--- src/srhl_pkg.sv ---
// Purpose: shared constants for reference select, holdover and lock detect
// Assumes: one 200 MHz clock, period 5 ns; control bits arrive as ports
// Notes: input and reference loss flags are active low, a written 1 restores them; lock-lost flags are active high
// Notes on behaviour
// - Hold-off counter is an 8-bit down-counter; reaching zero triggers reselection.
// - Hold-off counter steps on VCXO edges divided by the selected prescaler.
// - On every expiry the counter reloads the programmed start value.
// - Prescaler and counter run only in auto-holdover mode with selected input lost.
// - An input raises no new loss until its sticky loss flag is cleared.
// - Revertive switch in auto modes only to an input of higher priority.
// - Revertive disabled means no switch on revalidation; disabled after reset.
// - Short holdover: loss on designated input enters holdover, flags low, indicator kept.
// - Short holdover: revalidated designated input leaves holdover, reference status high.
// - Sticky loss flags clear on a written 1, only once validated.
// - Auto-holdover: loss on active input enters holdover, flags low, countdown starts.
// - During countdown every input keeps reporting its own loss events.
// - Validation during countdown sets input status only; selection and revertive ignored.
// - Expiry with active input revalidated keeps it and leaves holdover.
// - Expiry with active input lost switches to next valid priority input.
// - Expiry with nothing valid stays in holdover; reference sticky refuses clearing.
// - After countdown, revertive switching resumes when enabled.
// - Lock detector reports loss of lock by momentary and sticky bits.
// - Lock holds only if feedback edge falls inside window around reference edge.
// - Window codes 2 to 7 span two to the k minus one periods.
// - Window code 0 gives half, code 1 one and a half reference periods.
// - Auto mode: loss fails over at once; no valid input means no switch.
// - Priorities 0 to 3; changes in auto modes may switch at once.
package srhl_pkg;
  localparam int NUM_IN = 4;
  localparam int SEL_W = 2;
  localparam int PRIO_W = 2;
  localparam int HOLD_W = 8;
  localparam int PSEL_W = 5;
  localparam int PRE_W = 32;
  localparam int PER_W = 16;
  localparam int WCODE_W = 3;
  localparam int HALF_W = 8;
  localparam int THR_W = PER_W + HALF_W;
  localparam real CLK_PERIOD_NS = 5.0;
  localparam logic [1:0] MODE_MANUAL = 2'h0;
  localparam logic [1:0] MODE_AUTO = 2'h1;
  localparam logic [1:0] MODE_SHORT = 2'h2;
  localparam logic [1:0] MODE_AUTOHOLD = 2'h3;
  localparam logic REVERT_RST = 1'b0;
  localparam logic [SEL_W-1:0] SEL_RST = 2'h0;
  localparam logic [NUM_IN-1:0] VALID_RST = 4'h0;
  localparam logic [NUM_IN-1:0] STICKY_RST = 4'hF;
  localparam logic [HOLD_W-1:0] HOLD_RST = 8'h00;
  localparam logic [PER_W-1:0] PER_MAX = 16'hFFFF;
  localparam logic [WCODE_W-1:0] WCODE_LONG = 3'h2;
  localparam logic [HALF_W-1:0] HALF_CODE0 = 8'h01;
  localparam logic [HALF_W-1:0] HALF_CODE1 = 8'h03;

  typedef enum logic [1:0] {SRHL_TRACK, SRHL_SHORT_HOLD, SRHL_COUNT} srhl_sel_t;

  // Window edge in half periods
  function automatic logic [HALF_W-1:0] half_span(
      input logic [WCODE_W-1:0] code);
    logic [HALF_W-1:0] r;
    r = HALF_CODE0;
    if (code == 3'h1) begin
      r = HALF_CODE1;
    end else if (code >= WCODE_LONG) begin
      r = HALF_W'(((1 << code) - 1) * 2);
    end
    return r;
  endfunction
endpackage

--- src/srhl_ref_select.sv ---
// Purpose: reference selection, holdover flags and VCXO lock window check
// Assumes: loss and validation pulses come from same-clock monitor logic
// Notes: ref, feedback and VCXO pins are resynchronised before use
`timescale 1ns/1ps
`default_nettype none
module srhl_ref_select (
  input wire logic clock_in, // 200 MHz clock
  input wire logic reset_n_in, // sync reset
  input wire logic ref_clk_in, // selected input pin
  input wire logic fb_clk_in, // feedback pin
  input wire logic vcxo_clk_in, // VCXO output pin
  input wire logic [srhl_pkg::NUM_IN-1:0] loss_of_signal_event_in, // loss
  input wire logic [srhl_pkg::NUM_IN-1:0] validated_in, // revalidated
  input wire logic [srhl_pkg::NUM_IN-1:0] input_sticky_clear_in, // W1C
  input wire logic reference_sticky_clear_in, // W1C
  input wire logic lock_sticky_clear_in, // W1C
  input wire logic [1:0] selection_mode_code_in, // mode
  input wire logic [srhl_pkg::SEL_W-1:0] manual_select_in, // designated
  input wire logic [srhl_pkg::NUM_IN*srhl_pkg::PRIO_W-1:0] priority_in,
  input wire logic revertive_enable_in, // revertive
  input wire logic [srhl_pkg::PSEL_W-1:0] holdoff_prescaler_select_in,
  input wire logic [srhl_pkg::HOLD_W-1:0] holdoff_start_value_in,
  input wire logic [srhl_pkg::WCODE_W-1:0] window_start_code_in, // before
  input wire logic [srhl_pkg::WCODE_W-1:0] window_end_code_in, // after
  output logic [srhl_pkg::SEL_W-1:0] active_input_indicator_out, // active
  output logic reference_valid_status_out, // high when valid
  output logic reference_loss_sticky_out, // low after loss
  output logic holdover_active_out, // holdover
  output logic [srhl_pkg::NUM_IN-1:0] input_valid_status_out, // per input
  output logic [srhl_pkg::NUM_IN-1:0] input_loss_sticky_out, // per input
  output logic [srhl_pkg::HOLD_W-1:0] holdoff_count_out, // countdown
  output logic vcxo_lock_lost_status_out, // momentary
  output logic vcxo_lock_lost_sticky_out // sticky
);
  import srhl_pkg::*;

  // Highest priority member of the mask; ties go to lower index
  function automatic logic [SEL_W:0] best_valid(
      input logic [NUM_IN-1:0] m,
      input logic [NUM_IN*PRIO_W-1:0] p);
    logic [SEL_W:0] r;
    logic [PRIO_W-1:0] bp;
    r = '0;
    bp = '0;
    for (int i = 0; i < NUM_IN; i++) begin
      if (m[i] && (!r[SEL_W] || p[i*PRIO_W +: PRIO_W] > bp)) begin
        r = {1'b1, SEL_W'(i)};
        bp = p[i*PRIO_W +: PRIO_W];
      end
    end
    return r;
  endfunction

  function automatic logic [THR_W-1:0] win_cycles(
      input logic [WCODE_W-1:0] c,
      input logic [PER_W-1:0] per_long,
      input logic [PER_W-1:0] per_ref);
    logic [PER_W-1:0] per;
    logic [THR_W-1:0] prod;
    per = (c < WCODE_LONG) ? per_ref : per_long;
    prod = THR_W'(half_span(c)) * THR_W'(per);
    return prod >> 1;
  endfunction

  // Pin synchronisers; stage 0 feeds only stage 1
  logic [2:0] ref_sync_reg;
  logic [2:0] fb_sync_reg;
  logic [2:0] vcxo_sync_reg;
  logic ref_edge;
  logic fb_edge;
  logic vcxo_edge;

  always_ff @(posedge clock_in) begin
    if (!reset_n_in) begin
      ref_sync_reg <= 3'h0;
      fb_sync_reg <= 3'h0;
      vcxo_sync_reg <= 3'h0;
    end else begin
      ref_sync_reg <= {ref_sync_reg[1:0], ref_clk_in};
      fb_sync_reg <= {fb_sync_reg[1:0], fb_clk_in};
      vcxo_sync_reg <= {vcxo_sync_reg[1:0], vcxo_clk_in};
    end
  end

  assign ref_edge = ref_sync_reg[1] && !ref_sync_reg[2];
  assign fb_edge = fb_sync_reg[1] && !fb_sync_reg[2];
  // Pins faster than half the clock alias; the VCXO is expected divided
  assign vcxo_edge = vcxo_sync_reg[1] && !vcxo_sync_reg[2];

  // Per-input status and sticky flags
  logic [NUM_IN-1:0] in_valid_reg;
  logic [NUM_IN-1:0] in_sticky_reg;
  logic [NUM_IN-1:0] los_acc;

  assign los_acc = loss_of_signal_event_in & in_sticky_reg;

  always_ff @(posedge clock_in) begin
    if (!reset_n_in) begin
      in_valid_reg <= VALID_RST;
      in_sticky_reg <= STICKY_RST;
    end else begin
      in_valid_reg <= (in_valid_reg & ~los_acc) | validated_in;
      // Loss wins over a clear in the same cycle
      in_sticky_reg <= (in_sticky_reg |
        (input_sticky_clear_in & in_valid_reg)) & ~los_acc;
    end
  end

  // Selection state
  srhl_sel_t state_reg;
  logic [SEL_W-1:0] act_reg;
  logic ref_ok_reg;
  logic ref_sticky_reg;
  logic revert_reg;
  logic sel_los;
  logic expire;
  logic [SEL_W:0] best_other;
  logic [SEL_W:0] best_all;
  logic higher;
  logic [NUM_IN-1:0] act_mask;

  assign act_mask = NUM_IN'(1) << act_reg;
  assign sel_los = |(los_acc & act_mask);
  assign best_other = best_valid(in_valid_reg & ~act_mask, priority_in);
  assign best_all = best_valid(in_valid_reg, priority_in);
  assign higher = best_all[SEL_W] &&
    priority_in[best_all[SEL_W-1:0]*PRIO_W +: PRIO_W] >
    priority_in[act_reg*PRIO_W +: PRIO_W];

  always_ff @(posedge clock_in) begin
    if (!reset_n_in) begin
      revert_reg <= REVERT_RST;
    end else begin
      revert_reg <= revertive_enable_in;
    end
  end

  always_ff @(posedge clock_in) begin
    if (!reset_n_in) begin
      state_reg <= SRHL_TRACK;
      act_reg <= SEL_RST;
      ref_ok_reg <= 1'b0;
      ref_sticky_reg <= 1'b1;
    end else begin
      // Refused while the reference is not valid; a loss below overrides
      if (reference_sticky_clear_in && ref_ok_reg) begin
        ref_sticky_reg <= 1'b1;
      end
      case (state_reg)
        SRHL_TRACK: begin
          case (selection_mode_code_in)
            MODE_AUTO: begin
              if (sel_los) begin
                if (best_other[SEL_W]) begin
                  act_reg <= best_other[SEL_W-1:0];
                end else begin
                  ref_ok_reg <= 1'b0;
                  ref_sticky_reg <= 1'b0;
                end
              end else if (!ref_ok_reg && best_all[SEL_W]) begin
                act_reg <= best_all[SEL_W-1:0];
                ref_ok_reg <= 1'b1;
              end else if (revert_reg && higher) begin
                act_reg <= best_all[SEL_W-1:0];
              end
            end
            MODE_AUTOHOLD: begin
              if (sel_los) begin
                state_reg <= SRHL_COUNT;
                ref_ok_reg <= 1'b0;
                ref_sticky_reg <= 1'b0;
              end else if (revert_reg && higher && ref_ok_reg) begin
                act_reg <= best_all[SEL_W-1:0];
              end else if (validated_in[act_reg]) begin
                ref_ok_reg <= 1'b1;
              end
            end
            default: begin
              if (sel_los) begin
                ref_ok_reg <= 1'b0;
                ref_sticky_reg <= 1'b0;
                if (selection_mode_code_in == MODE_SHORT) begin
                  state_reg <= SRHL_SHORT_HOLD;
                end
              end else begin
                // Indicator frozen on the loss cycle itself
                act_reg <= manual_select_in;
                if (validated_in[act_reg]) begin
                  ref_ok_reg <= 1'b1;
                end
              end
            end
          endcase
        end
        SRHL_SHORT_HOLD: begin
          if (selection_mode_code_in != MODE_SHORT) begin
            state_reg <= SRHL_TRACK;
          end else if (validated_in[act_reg]) begin
            state_reg <= SRHL_TRACK;
            ref_ok_reg <= 1'b1;
          end
        end
        SRHL_COUNT: begin
          // Validations here touch only per-input flags
          if (selection_mode_code_in != MODE_AUTOHOLD) begin
            state_reg <= SRHL_TRACK;
          end else if (expire) begin
            if (in_valid_reg[act_reg]) begin
              state_reg <= SRHL_TRACK;
              ref_ok_reg <= 1'b1;
            end else if (best_other[SEL_W]) begin
              state_reg <= SRHL_TRACK;
              act_reg <= best_other[SEL_W-1:0];
              ref_ok_reg <= 1'b1;
            end
          end
        end
        default: begin
          state_reg <= SRHL_TRACK;
        end
      endcase
    end
  end

  // Countdown runs only while the lost reference waits in auto-holdover
  srhl_holdoff u_holdoff (
    .clock_in(clock_in),
    .reset_n_in(reset_n_in),
    .run_in(state_reg == SRHL_COUNT &&
      selection_mode_code_in == MODE_AUTOHOLD),
    .step_in(vcxo_edge),
    .presc_sel_in(holdoff_prescaler_select_in),
    .start_value_in(holdoff_start_value_in),
    .expire_out(expire),
    .count_out(holdoff_count_out)
  );

  // Lock window: cycles since each edge and latched periods
  logic [PER_W-1:0] ref_cnt_reg;
  logic [PER_W-1:0] fb_cnt_reg;
  logic [PER_W-1:0] ref_per_reg;
  logic [PER_W-1:0] fb_per_reg;
  logic [THR_W-1:0] start_thr;
  logic [THR_W-1:0] end_thr;
  logic pend_reg;
  logic lost_reg;
  logic lost_sticky_reg;
  logic lock_fail;

  always_ff @(posedge clock_in) begin
    if (!reset_n_in) begin
      ref_cnt_reg <= PER_MAX;
      ref_per_reg <= PER_MAX;
    end else if (ref_edge) begin
      ref_cnt_reg <= '0;
      ref_per_reg <= ref_cnt_reg;
    end else if (ref_cnt_reg != PER_MAX) begin
      ref_cnt_reg <= ref_cnt_reg + PER_W'(1);
    end
  end

  always_ff @(posedge clock_in) begin
    if (!reset_n_in) begin
      fb_cnt_reg <= PER_MAX;
      fb_per_reg <= PER_MAX;
    end else if (fb_edge) begin
      fb_cnt_reg <= '0;
      fb_per_reg <= fb_cnt_reg;
    end else if (fb_cnt_reg != PER_MAX) begin
      fb_cnt_reg <= fb_cnt_reg + PER_W'(1);
    end
  end

  assign start_thr = win_cycles(window_start_code_in, ref_per_reg,
    ref_per_reg);
  assign end_thr = win_cycles(window_end_code_in, fb_per_reg,
    ref_per_reg);
  assign lock_fail = pend_reg && !fb_edge && !ref_edge &&
    THR_W'(ref_cnt_reg) > end_thr;

  always_ff @(posedge clock_in) begin
    if (!reset_n_in) begin
      pend_reg <= 1'b0;
      lost_reg <= 1'b0;
    end else if (ref_edge) begin
      // A late feedback from the previous edge counts as a miss
      if (pend_reg) begin
        lost_reg <= 1'b1;
      end
      if (fb_edge || THR_W'(fb_cnt_reg) <= start_thr) begin
        lost_reg <= 1'b0;
        pend_reg <= 1'b0;
      end else begin
        pend_reg <= 1'b1;
      end
    end else if (pend_reg && fb_edge) begin
      pend_reg <= 1'b0;
      lost_reg <= 1'b0;
    end else if (lock_fail) begin
      pend_reg <= 1'b0;
      lost_reg <= 1'b1;
    end
  end

  always_ff @(posedge clock_in) begin
    if (!reset_n_in) begin
      lost_sticky_reg <= 1'b0;
    end else if (lock_fail || (ref_edge && pend_reg)) begin
      lost_sticky_reg <= 1'b1;
    end else if (lock_sticky_clear_in) begin
      lost_sticky_reg <= 1'b0;
    end
  end

  assign active_input_indicator_out = act_reg;
  assign reference_valid_status_out = ref_ok_reg;
  assign reference_loss_sticky_out = ref_sticky_reg;
  assign holdover_active_out = state_reg != SRHL_TRACK;
  assign input_valid_status_out = in_valid_reg;
  assign input_loss_sticky_out = in_sticky_reg;
  assign vcxo_lock_lost_status_out = lost_reg;
  assign vcxo_lock_lost_sticky_out = lost_sticky_reg;
endmodule // srhl_ref_select
`default_nettype wire

--- src/srhl_holdoff.sv ---
// Purpose: hold-off prescaler and 8-bit down-counter
// Assumes: step_in is a one-cycle pulse per VCXO rising edge
// Notes: prescale ratio is two to the power of the select value
`timescale 1ns/1ps
`default_nettype none
module srhl_holdoff (
  input wire logic clock_in, // system clock
  input wire logic reset_n_in, // sync reset
  input wire logic run_in, // countdown allowed
  input wire logic step_in, // VCXO edge pulse
  input wire logic [srhl_pkg::PSEL_W-1:0] presc_sel_in, // ratio select
  input wire logic [srhl_pkg::HOLD_W-1:0] start_value_in, // start value
  output logic expire_out, // expiry pulse
  output logic [srhl_pkg::HOLD_W-1:0] count_out // current count
);
  import srhl_pkg::*;
  logic [PRE_W-1:0] pre_reg;
  logic [HOLD_W-1:0] cnt_reg;
  logic expire_reg;
  logic tick;
  logic [PRE_W-1:0] limit;

  assign limit = (PRE_W'(1) << presc_sel_in) - PRE_W'(1);
  assign tick = run_in && step_in && (pre_reg >= limit);

  // Held at zero when idle, while the count loads the start value
  always_ff @(posedge clock_in) begin
    if (!reset_n_in || !run_in) begin
      pre_reg <= '0;
    end else if (step_in) begin
      pre_reg <= tick ? '0 : pre_reg + PRE_W'(1);
    end
  end

  always_ff @(posedge clock_in) begin
    if (!reset_n_in) begin
      cnt_reg <= HOLD_RST;
    end else if (!run_in) begin
      cnt_reg <= start_value_in;
    end else if (tick) begin
      if (cnt_reg <= HOLD_W'(1)) begin
        cnt_reg <= start_value_in;
      end else begin
        cnt_reg <= cnt_reg - HOLD_W'(1);
      end
    end
  end

  always_ff @(posedge clock_in) begin
    if (!reset_n_in) begin
      expire_reg <= 1'b0;
    end else begin
      expire_reg <= tick && (cnt_reg <= HOLD_W'(1));
    end
  end

  assign expire_out = expire_reg;
  assign count_out = cnt_reg;
endmodule // srhl_holdoff
`default_nettype wire

--- config.mk ---
export PLATFORM = sky130hd
export DESIGN_NAME = srhl_ref_select
export DESIGN_NICKNAME = d
export VERILOG_FILES = /design/src/srhl_pkg.sv /design/src/srhl_ref_select.sv /design/src/srhl_holdoff.sv
export SDC_FILE = /design/constraint.sdc
export NUM_CORES = 1
export LEC_CHECK = 0
export ABC_AREA = 1
export BUFFER_PORTS_ARGS = -buffer_cell sky130_fd_sc_hd__buf_2
export CAP_MARGIN = 0
export CELL_PAD_IN_SITES_DETAIL_PLACEMENT = 1
export CELL_PAD_IN_SITES_GLOBAL_PLACEMENT = 2
export CORE_UTILIZATION = 33
export DETAILED_ROUTE_END_ITERATION = 7
export GPL_ROUTABILITY_DRIVEN = 0
export GPL_TIMING_DRIVEN = 0
export PLACE_DENSITY = 0.86
export SLEW_MARGIN = 40
export SYNTH_ARGS = -nofsm -noshare
export SYNTH_HDL_FRONTEND = slang
export SYNTH_SLANG_ARGS = --single-unit
--- constraint.sdc ---
create_clock -name clock_in -period 7.04 [get_ports clock_in]
set_clock_uncertainty 0.05 [all_clocks]
set_input_delay 1.408 -clock clock_in [delete_from_list [all_inputs] [get_ports clock_in]]
set_output_delay 1.408 -clock clock_in [all_outputs]
set_load 0.005 [all_outputs]
== After elaboration in Yosys (flattened, before gate mapping) ==
Index checks and enable logic that the tools add are counted.
Word-level totals
  input port bits: 51
  bits in read-only memories: 0
  memory bits (writable): 0
  register bits: 132
  memories kept: 0
  bits in latches: 0
Cells by class
  shift-type cells: 6
  $add $sub $neg: 7
  div/mod/pow operators: 0
  reduce and logical (&&, ||, !) cells: 59
  multiplexer cells: 85
  equal/unequal tests: 31
  multipliers: 2
  bitwise operators: 10
  order comparisons: 15
Operators by type and width (count)
  two-way mux 16 bit: 5
  two-way mux 8 bit: 7
  two-way mux 2 bit: 25
  multiplier 8 x 16 -> 24 bit: 2
  adder 16 x 1 -> 16 bit, second input constant: 2
  adder 32 x 1 -> 32 bit, second input constant: 1
  >= comparator 32 bit: 1
  two-way mux 32 bit: 1
  != test 16 bit, second input constant: 2
  << shifter 1 x 5 -> 32 bit, first input constant: 1
  subtractor 32 x 2 -> 32 bit, second input constant: 1
  two-way mux 1 bit: 31
  AND 4 bit: 6
  two-way mux 3 bit: 8
  greater-than comparator 16 x 23 -> 1 bit: 1
  <= comparator 16 x 23 -> 1 bit: 1
  logical AND 1 bit: 23
  != test 2 bit, second input constant: 8
  != test 4 bit, second input constant: 4
  AND reduction 8 bit: 2
  indexed part select 8 x 4 -> 2 bit: 2
  != test 3 bit, second input constant: 5
  greater-than comparator 2 bit: 7
  logical NOT 1 bit: 14
  other kinds (29): 55

== Longest topological paths before layout ==
  depth in word-level cells: 22
  depth in mapped cells: 39
  depth with buffers taken out: 39

== Modules after synthesis ==
From an unflattened synthesis, not the netlist that was laid out.
Second synthesis, totals
  cell total of the unflattened synthesis: 2556
  area total of the unflattened synthesis: 17550.6 um^2
Modules (own cells, without submodules)
  srhl_ref_select: area each 13913.3 um^2, sequential area each 1821.7 um^2, instances 1, cells an instance 1982
  srhl_holdoff: area each 3637.2 um^2, sequential area each 820.8 um^2, instances 1, cells an instance 574

== Worst setup path after synthesis ==
No wires, ideal clock.
  path type: input to register
  start: in window_end_code_in[2] in the netlist's numbering
  end: reg lost_reg (netlist: vcxo_lock_lost_status_out)
  required time: 6876 ps
  stages: 31
  setup time: 114 ps
  path slack: -189 ps
  arrival: 7066 ps
  buffers on the path: 2
  cells stage by stage: nor2_1 -> inv_1 -> clkbuf_1 -> ha_1 -> o21ai_1 -> clkbuf_1 -> nor2_1 -> fa_1 -> fa_1 -> fa_1 -> inv_1 -> fa_1 -> inv_1 -> ha_1 -> nand2_1 -> nor2_1 -> inv_1 -> o21ai_0 -> a31oi_1 -> xor2_1 -> ha_1 -> nand4_1 -> nor3b_1 -> nand3b_1 -> inv_1 -> nand2_1 -> nor2_1 -> nand3_1 -> nand2_1 -> a21oi_1 -> nor2_1
Between the ends
  longest elaborated chain between the ends: 9
  elaborated cells on any way between the ends: 13
Ends and longest elaborated chain
  from (decl): line srhl_ref_select.sv:24  | input wire logic [srhl_pkg::WCODE_W-1:0] window_end_code_in,
  << shifter 1 x 3 -> 7 bit: line srhl_pkg.sv:64  | r = HALF_W'(((1 << code) - 1) * 2);
  subtractor 7 x 2 -> 7 bit: line srhl_pkg.sv:64
  two-way mux 8 bit: line srhl_pkg.sv:63  | end else if (code >= WCODE_LONG) begin
  two-way mux 8 bit: line srhl_pkg.sv:61  | if (code == 3'h1) begin
  multiplier 8 x 16 -> 24 bit (*): line srhl_ref_select.sv:61  | prod = THR_W'(half_span(c)) * THR_W'(per);
  greater-than comparator 16 x 23 -> 1 bit (*): line srhl_ref_select.sv:279  | THR_W'(ref_cnt_reg) > end_thr;
  logical AND 1 bit (*): line srhl_ref_select.sv:278  | assign lock_fail = pend_reg && !fb_edge && !ref_edge &&
  nonzero test 3 bit (no source line) (*)
  AND reduction 2 bit (no source line) (*)
  to (signal assigned): line srhl_ref_select.sv:284  | lost_reg <= 1'b0;
  to (signal assigned): line srhl_ref_select.sv:288  | lost_reg <= 1'b1;
  to (signal assigned): line srhl_ref_select.sv:291  | lost_reg <= 1'b0;
  to (decl): line srhl_ref_select.sv:246  | logic lost_reg;
Mark *: on every way between the ends. The rest lies on a longest branch, timed or not.
A chain may end at the register's enable or synchronous reset.

== Final worst setup path ==
  start: in window_start_code_in[2] in the netlist's numbering
  end: reg lost_reg (netlist: vcxo_lock_lost_status_out)
Between the ends
  longest elaborated chain between the ends: 9
  elaborated cells on any way between the ends: 13
Ends and longest elaborated chain
  from (decl): line srhl_ref_select.sv:23  | input wire logic [srhl_pkg::WCODE_W-1:0] window_start_code_in,
  << shifter 1 x 3 -> 7 bit: line srhl_pkg.sv:64
  subtractor 7 x 2 -> 7 bit: line srhl_pkg.sv:64
  two-way mux 8 bit: line srhl_pkg.sv:63
  two-way mux 8 bit (*): line srhl_pkg.sv:61
  multiplier 8 x 16 -> 24 bit (*): line srhl_ref_select.sv:61
  <= comparator 16 x 23 -> 1 bit (*): line srhl_ref_select.sv:290  | if (fb_edge || THR_W'(fb_cnt_reg) <= start_thr) begin
  logical OR 1 bit (*): line srhl_ref_select.sv:290
  != test 3 x 1 -> 1 bit (no source line) or two-way mux 1 bit (tied branches)
  AND reduction 2 bit (no source line) or two-way mux 1 bit (tied branches)
  to (signal assigned): line srhl_ref_select.sv:288
  to (signal assigned): line srhl_ref_select.sv:291
  to (signal assigned): line srhl_ref_select.sv:298  | lost_reg <= 1'b0;
Marked as above.

==> results_dict.tcl <==
set metrics [dict create \
    clk_transition_reported_paths_ps 70 \
    relSlewSlack_pct 49.8 \
    yosysWarningCount 0 \
    grt_antenna_before_repair 0 \
    fmax_ghz 0.143 \
    cts_inserted_buffers 17 \
    report.final.hold_viol_count 0 \
    timing_worst_setup_path_type "primary input to register" \
    finalSetupViolations 0 \
    synth_enable_flop_cells 0 \
    numClockSinks 132 \
    cts_root_buffer "sky130_fd_sc_hd__clkbuf_16" \
    total_routing_usage_reported_by_global_routing_pct 22.4 \
    synthMuxAreaShare_pct 0.0576 \
    detailedRoute.firstPassIterationCount 5 \
    worst_path_most_repeated_cell "sky130_fd_sc_hd__inv_2" \
    critPathTopFamily "adder cells" \
    synth-seq-area-share_pct 15.2 \
    timing.critical_path.to_type "register" \
    cp_num_buf_inv 9 \
    worst_case_reg_to_reg_path_depth 31 \
    final.period_utilization_pct 99.3 \
    setup_tns_ps 0 \
    cts_tree "built" \
    nNetsFinal 3058 \
    max_cap_violations 0 \
    cp_required_ps 7370 \
    yosys.area.top_type "sky130_fd_sc_hd__fa_1" \
    synth_compound_area_share_pct 9.66 \
    clk_path_buf_depth 2 \
    crit_path_max_incr_delay_ps 540 \
    fp-row-count 83 \
    drcViolationCount 0 \
    fillers 6561 \
    syn_to_final_growth_pct 19.7 \
    wl_per_cell_um 17.7 \
    fp.dieW_um 232 \
    synth_top_family_by_area "adder cells" \
    largest_reg_flops 32 \
    crit_path_top_delay_cell "sky130_fd_sc_hd__fa_1" \
    stdcell_area_um2 20800 \
    placement.setup.worst_slack_ps -2000 \
    grt_pass1_wl_um 96000 \
    final-seq-area_um2 2640 \
    timing.final.crit_period_ps 6990 \
    synth_nets 2918 \
    top_fanout_value_on_the_critical_path 5 \
    final_setup_slack_of_the_worst_path_ps 49.2 \
    overflow 0 \
    number_of_different_library_cells_in_the_post_synthesis_netlist 53 \
    netlist_area_um2 17400 \
    netlist.area_leader.share_pct 19.3 \
    clock_latency_ps 440 \
    layout-drive-gt1-share_pct 15.2 \
    floorplan.io_pins 74 \
    status "complete, no violations" \
    cp_num_cells 37 \
    xor_xnor_share_of_the_synthesized_area_pct 3.43 \
    synthesized_area_fraction_occupied_by_and_or_nand_nor_cells_pct 27.7 \
    synthCells 2521 \
    initialDrtViolationCount 815 \
    ys_ff_latch 132 \
    route.vias.total 17010 \
    antenna_cells 0 \
    cts-htree-levels 4 \
    report.final.slew_viol_count 0 \
    placeableCoreArea_um2 51700 \
    port_buffer_count 70 \
    hp-class "register to register" \
    yosys.area_share.adder_pct 32.2 \
    cp.arrival_ps 7320 \
    route.final.wire_length_um 59400 \
    grt_pass1_vias 18365 \
    ys_async_sr_fraction_pct 0 \
    largest_net_degree_at_the_start_of_global_routing 17 \
    multi_input_comb_area_um2 13700 \
    setup.worst_path.start_class "primary input" \
    floorplan.die.height_um 232 \
    residual_antenna_violating_net_count_after_detailed_routing 0 \
    max_slew.worst_pin.slew_ps 752 \
    yosys-top-cells-area "sky130_fd_sc_hd__fa_1 (19%), sky130_fd_sc_hd__dfxtp_1 (15%), sky130_fd_sc_hd__ha_1 (13%)" \
    grt_setup_unrepaired "true" \
    design.die.area_um2 53600 \
    hold_path_depth 2 \
    avgViaCountPerCell 5.07 \
    place.detailed.hpwl_um 48200 \
    initial_utilization_pct 33.6 \
    hold_slack_ps 368 \
    syn_avg_cell_area_um2 6.89 \
    postPlaceCellArea_um2 18600 \
    ys.flop_type "sky130_fd_sc_hd__dfxtp_1" \
]
==> cell type report <==
| cell class | count | share of cell area (%) |
|---|---|---|
| Buffer | 54 | 1.47 |
| Clock buffer | 17 | 2.04 |
| Clock inverter | 15 | 0.920 |
| Inverter | 491 | 9.00 |
| Multi-Input combinational cell | 1844 | 65.8 |
| Sequential cell | 132 | 12.7 |
| Tap cell | 680 | 4.09 |
| Timing Repair Buffer | 121 | 3.99 |
==> stage by stage <==
step,instances,util [%]
after global placement,3271,35.9
after global routing,3354,40.2
final,3354,40.2
after detailed placement,3271,35.9
after floorplan,2521,-
after CTS,3330,38.6
==> worst min-delay path, stage by stage, from the launching register on <==
cell and delay [ps]:
sky130_fd_sc_hd__dfxtp_1 310, sky130_fd_sc_hd__nand2_1 50, sky130_fd_sc_hd__inv_1 40
==> cells in the mapped netlist (3+ instances only) <==
master / n
sky130_fd_sc_hd__nand2_1: 508
sky130_fd_sc_hd__inv_1: 482
sky130_fd_sc_hd__nor2_1: 373
sky130_fd_sc_hd__ha_1: 178
sky130_fd_sc_hd__fa_1: 168
sky130_fd_sc_hd__dfxtp_1: 132
sky130_fd_sc_hd__nand3_1: 118
sky130_fd_sc_hd__a21oi_1: 107
sky130_fd_sc_hd__o21ai_0: 80
sky130_fd_sc_hd__clkbuf_1: 48
sky130_fd_sc_hd__o211ai_1: 47
sky130_fd_sc_hd__nand4_1: 45
sky130_fd_sc_hd__nor3_1: 44
sky130_fd_sc_hd__xor2_1: 37
sky130_fd_sc_hd__xnor2_1: 31
sky130_fd_sc_hd__a31oi_1: 9
sky130_fd_sc_hd__nor4_1: 9
sky130_fd_sc_hd__nor3b_1: 8
sky130_fd_sc_hd__a211oi_1: 7
sky130_fd_sc_hd__nor2_2: 7
sky130_fd_sc_hd__nand3b_1: 6
sky130_fd_sc_hd__o22ai_1: 6
sky130_fd_sc_hd__clkinv_1: 5
sky130_fd_sc_hd__nand2_2: 5
sky130_fd_sc_hd__o221ai_1: 5
sky130_fd_sc_hd__buf_1: 4
sky130_fd_sc_hd__inv_2: 4
sky130_fd_sc_hd__o31ai_1: 4
sky130_fd_sc_hd__and3_1: 3
sky130_fd_sc_hd__nor3_2: 3
sky130_fd_sc_hd__o21a_1: 3
sky130_fd_sc_hd__o21bai_1: 3
sky130_fd_sc_hd__or2_2: 3
==> cells in the final DEF, fill, tap and decap left out, types with 7 or more instances in the layout <==
cell type                     n
sky130_fd_sc_hd__nand3_2     11
sky130_fd_sc_hd__nand2_2     32
sky130_fd_sc_hd__nand2_1    467
sky130_fd_sc_hd__a31oi_1      7
sky130_fd_sc_hd__nand4_1     45
sky130_fd_sc_hd__a211oi_1     7
sky130_fd_sc_hd__fa_2         8
sky130_fd_sc_hd__xnor2_1     27
sky130_fd_sc_hd__o211ai_1    47
sky130_fd_sc_hd__nand3_1    106
sky130_fd_sc_hd__buf_2       67
sky130_fd_sc_hd__o21ai_0     77
sky130_fd_sc_hd__nor2_1     318
sky130_fd_sc_hd__nor4_1       9
sky130_fd_sc_hd__inv_6        7
sky130_fd_sc_hd__clkbuf_1    35
sky130_fd_sc_hd__nor2_2      37
sky130_fd_sc_hd__nor3b_1      7
sky130_fd_sc_hd__nor2_4      27
sky130_fd_sc_hd__inv_1      447
sky130_fd_sc_hd__nand2_4     14
sky130_fd_sc_hd__fa_1       160
sky130_fd_sc_hd__clkbuf_16   20
sky130_fd_sc_hd__a21oi_2     11
sky130_fd_sc_hd__dfxtp_1    132
sky130_fd_sc_hd__buf_4       45
sky130_fd_sc_hd__xor2_1      32
sky130_fd_sc_hd__a21oi_1     91
sky130_fd_sc_hd__ha_4        19
sky130_fd_sc_hd__nor3_1      44
sky130_fd_sc_hd__ha_1       157
sky130_fd_sc_hd__inv_2       34
==> routing by layer <==
layer	GRT usage [%]	wire length, µm	vias up
li1	-	-	8230
met1	27.9	26200	8383
met2	39.9	30000	289
met3	2.20	1480	108
met4	7.41	1770	0
met5	0	0	-
==> what timing repair did <==
action	CTS	global route
resized for setup	133	193
hold buffers	0	0
buffers inserted	27	23
gates cloned	0	2
pin swaps	42	137
setup endpoints to repair	3	3
==> final timing paths <==
kind	start	to	slack [ps]
worst max-delay path	window_start_code_in[2]	vcxo_lock_lost_status_out	50
worst max register to register	ref_per_reg[6]	vcxo_lock_lost_status_out	970
worst min register to register	fb_sync_reg[0]	fb_sync_reg[1]	370
worst min-delay path	fb_sync_reg[0]	fb_sync_reg[1]	370
==> logic make-up after synthesis <==
logic type | count (synthesis)
simple gates | 1142
buf+inv | 545
fa+ha+maj | 346
compound gates | 286
flops | 132
xor+xnor | 68
other cells | 1
mux | 1
Power is not shown: default switching activity piles up to over one toggle a cycle in this logic, so the estimate is an artifact.
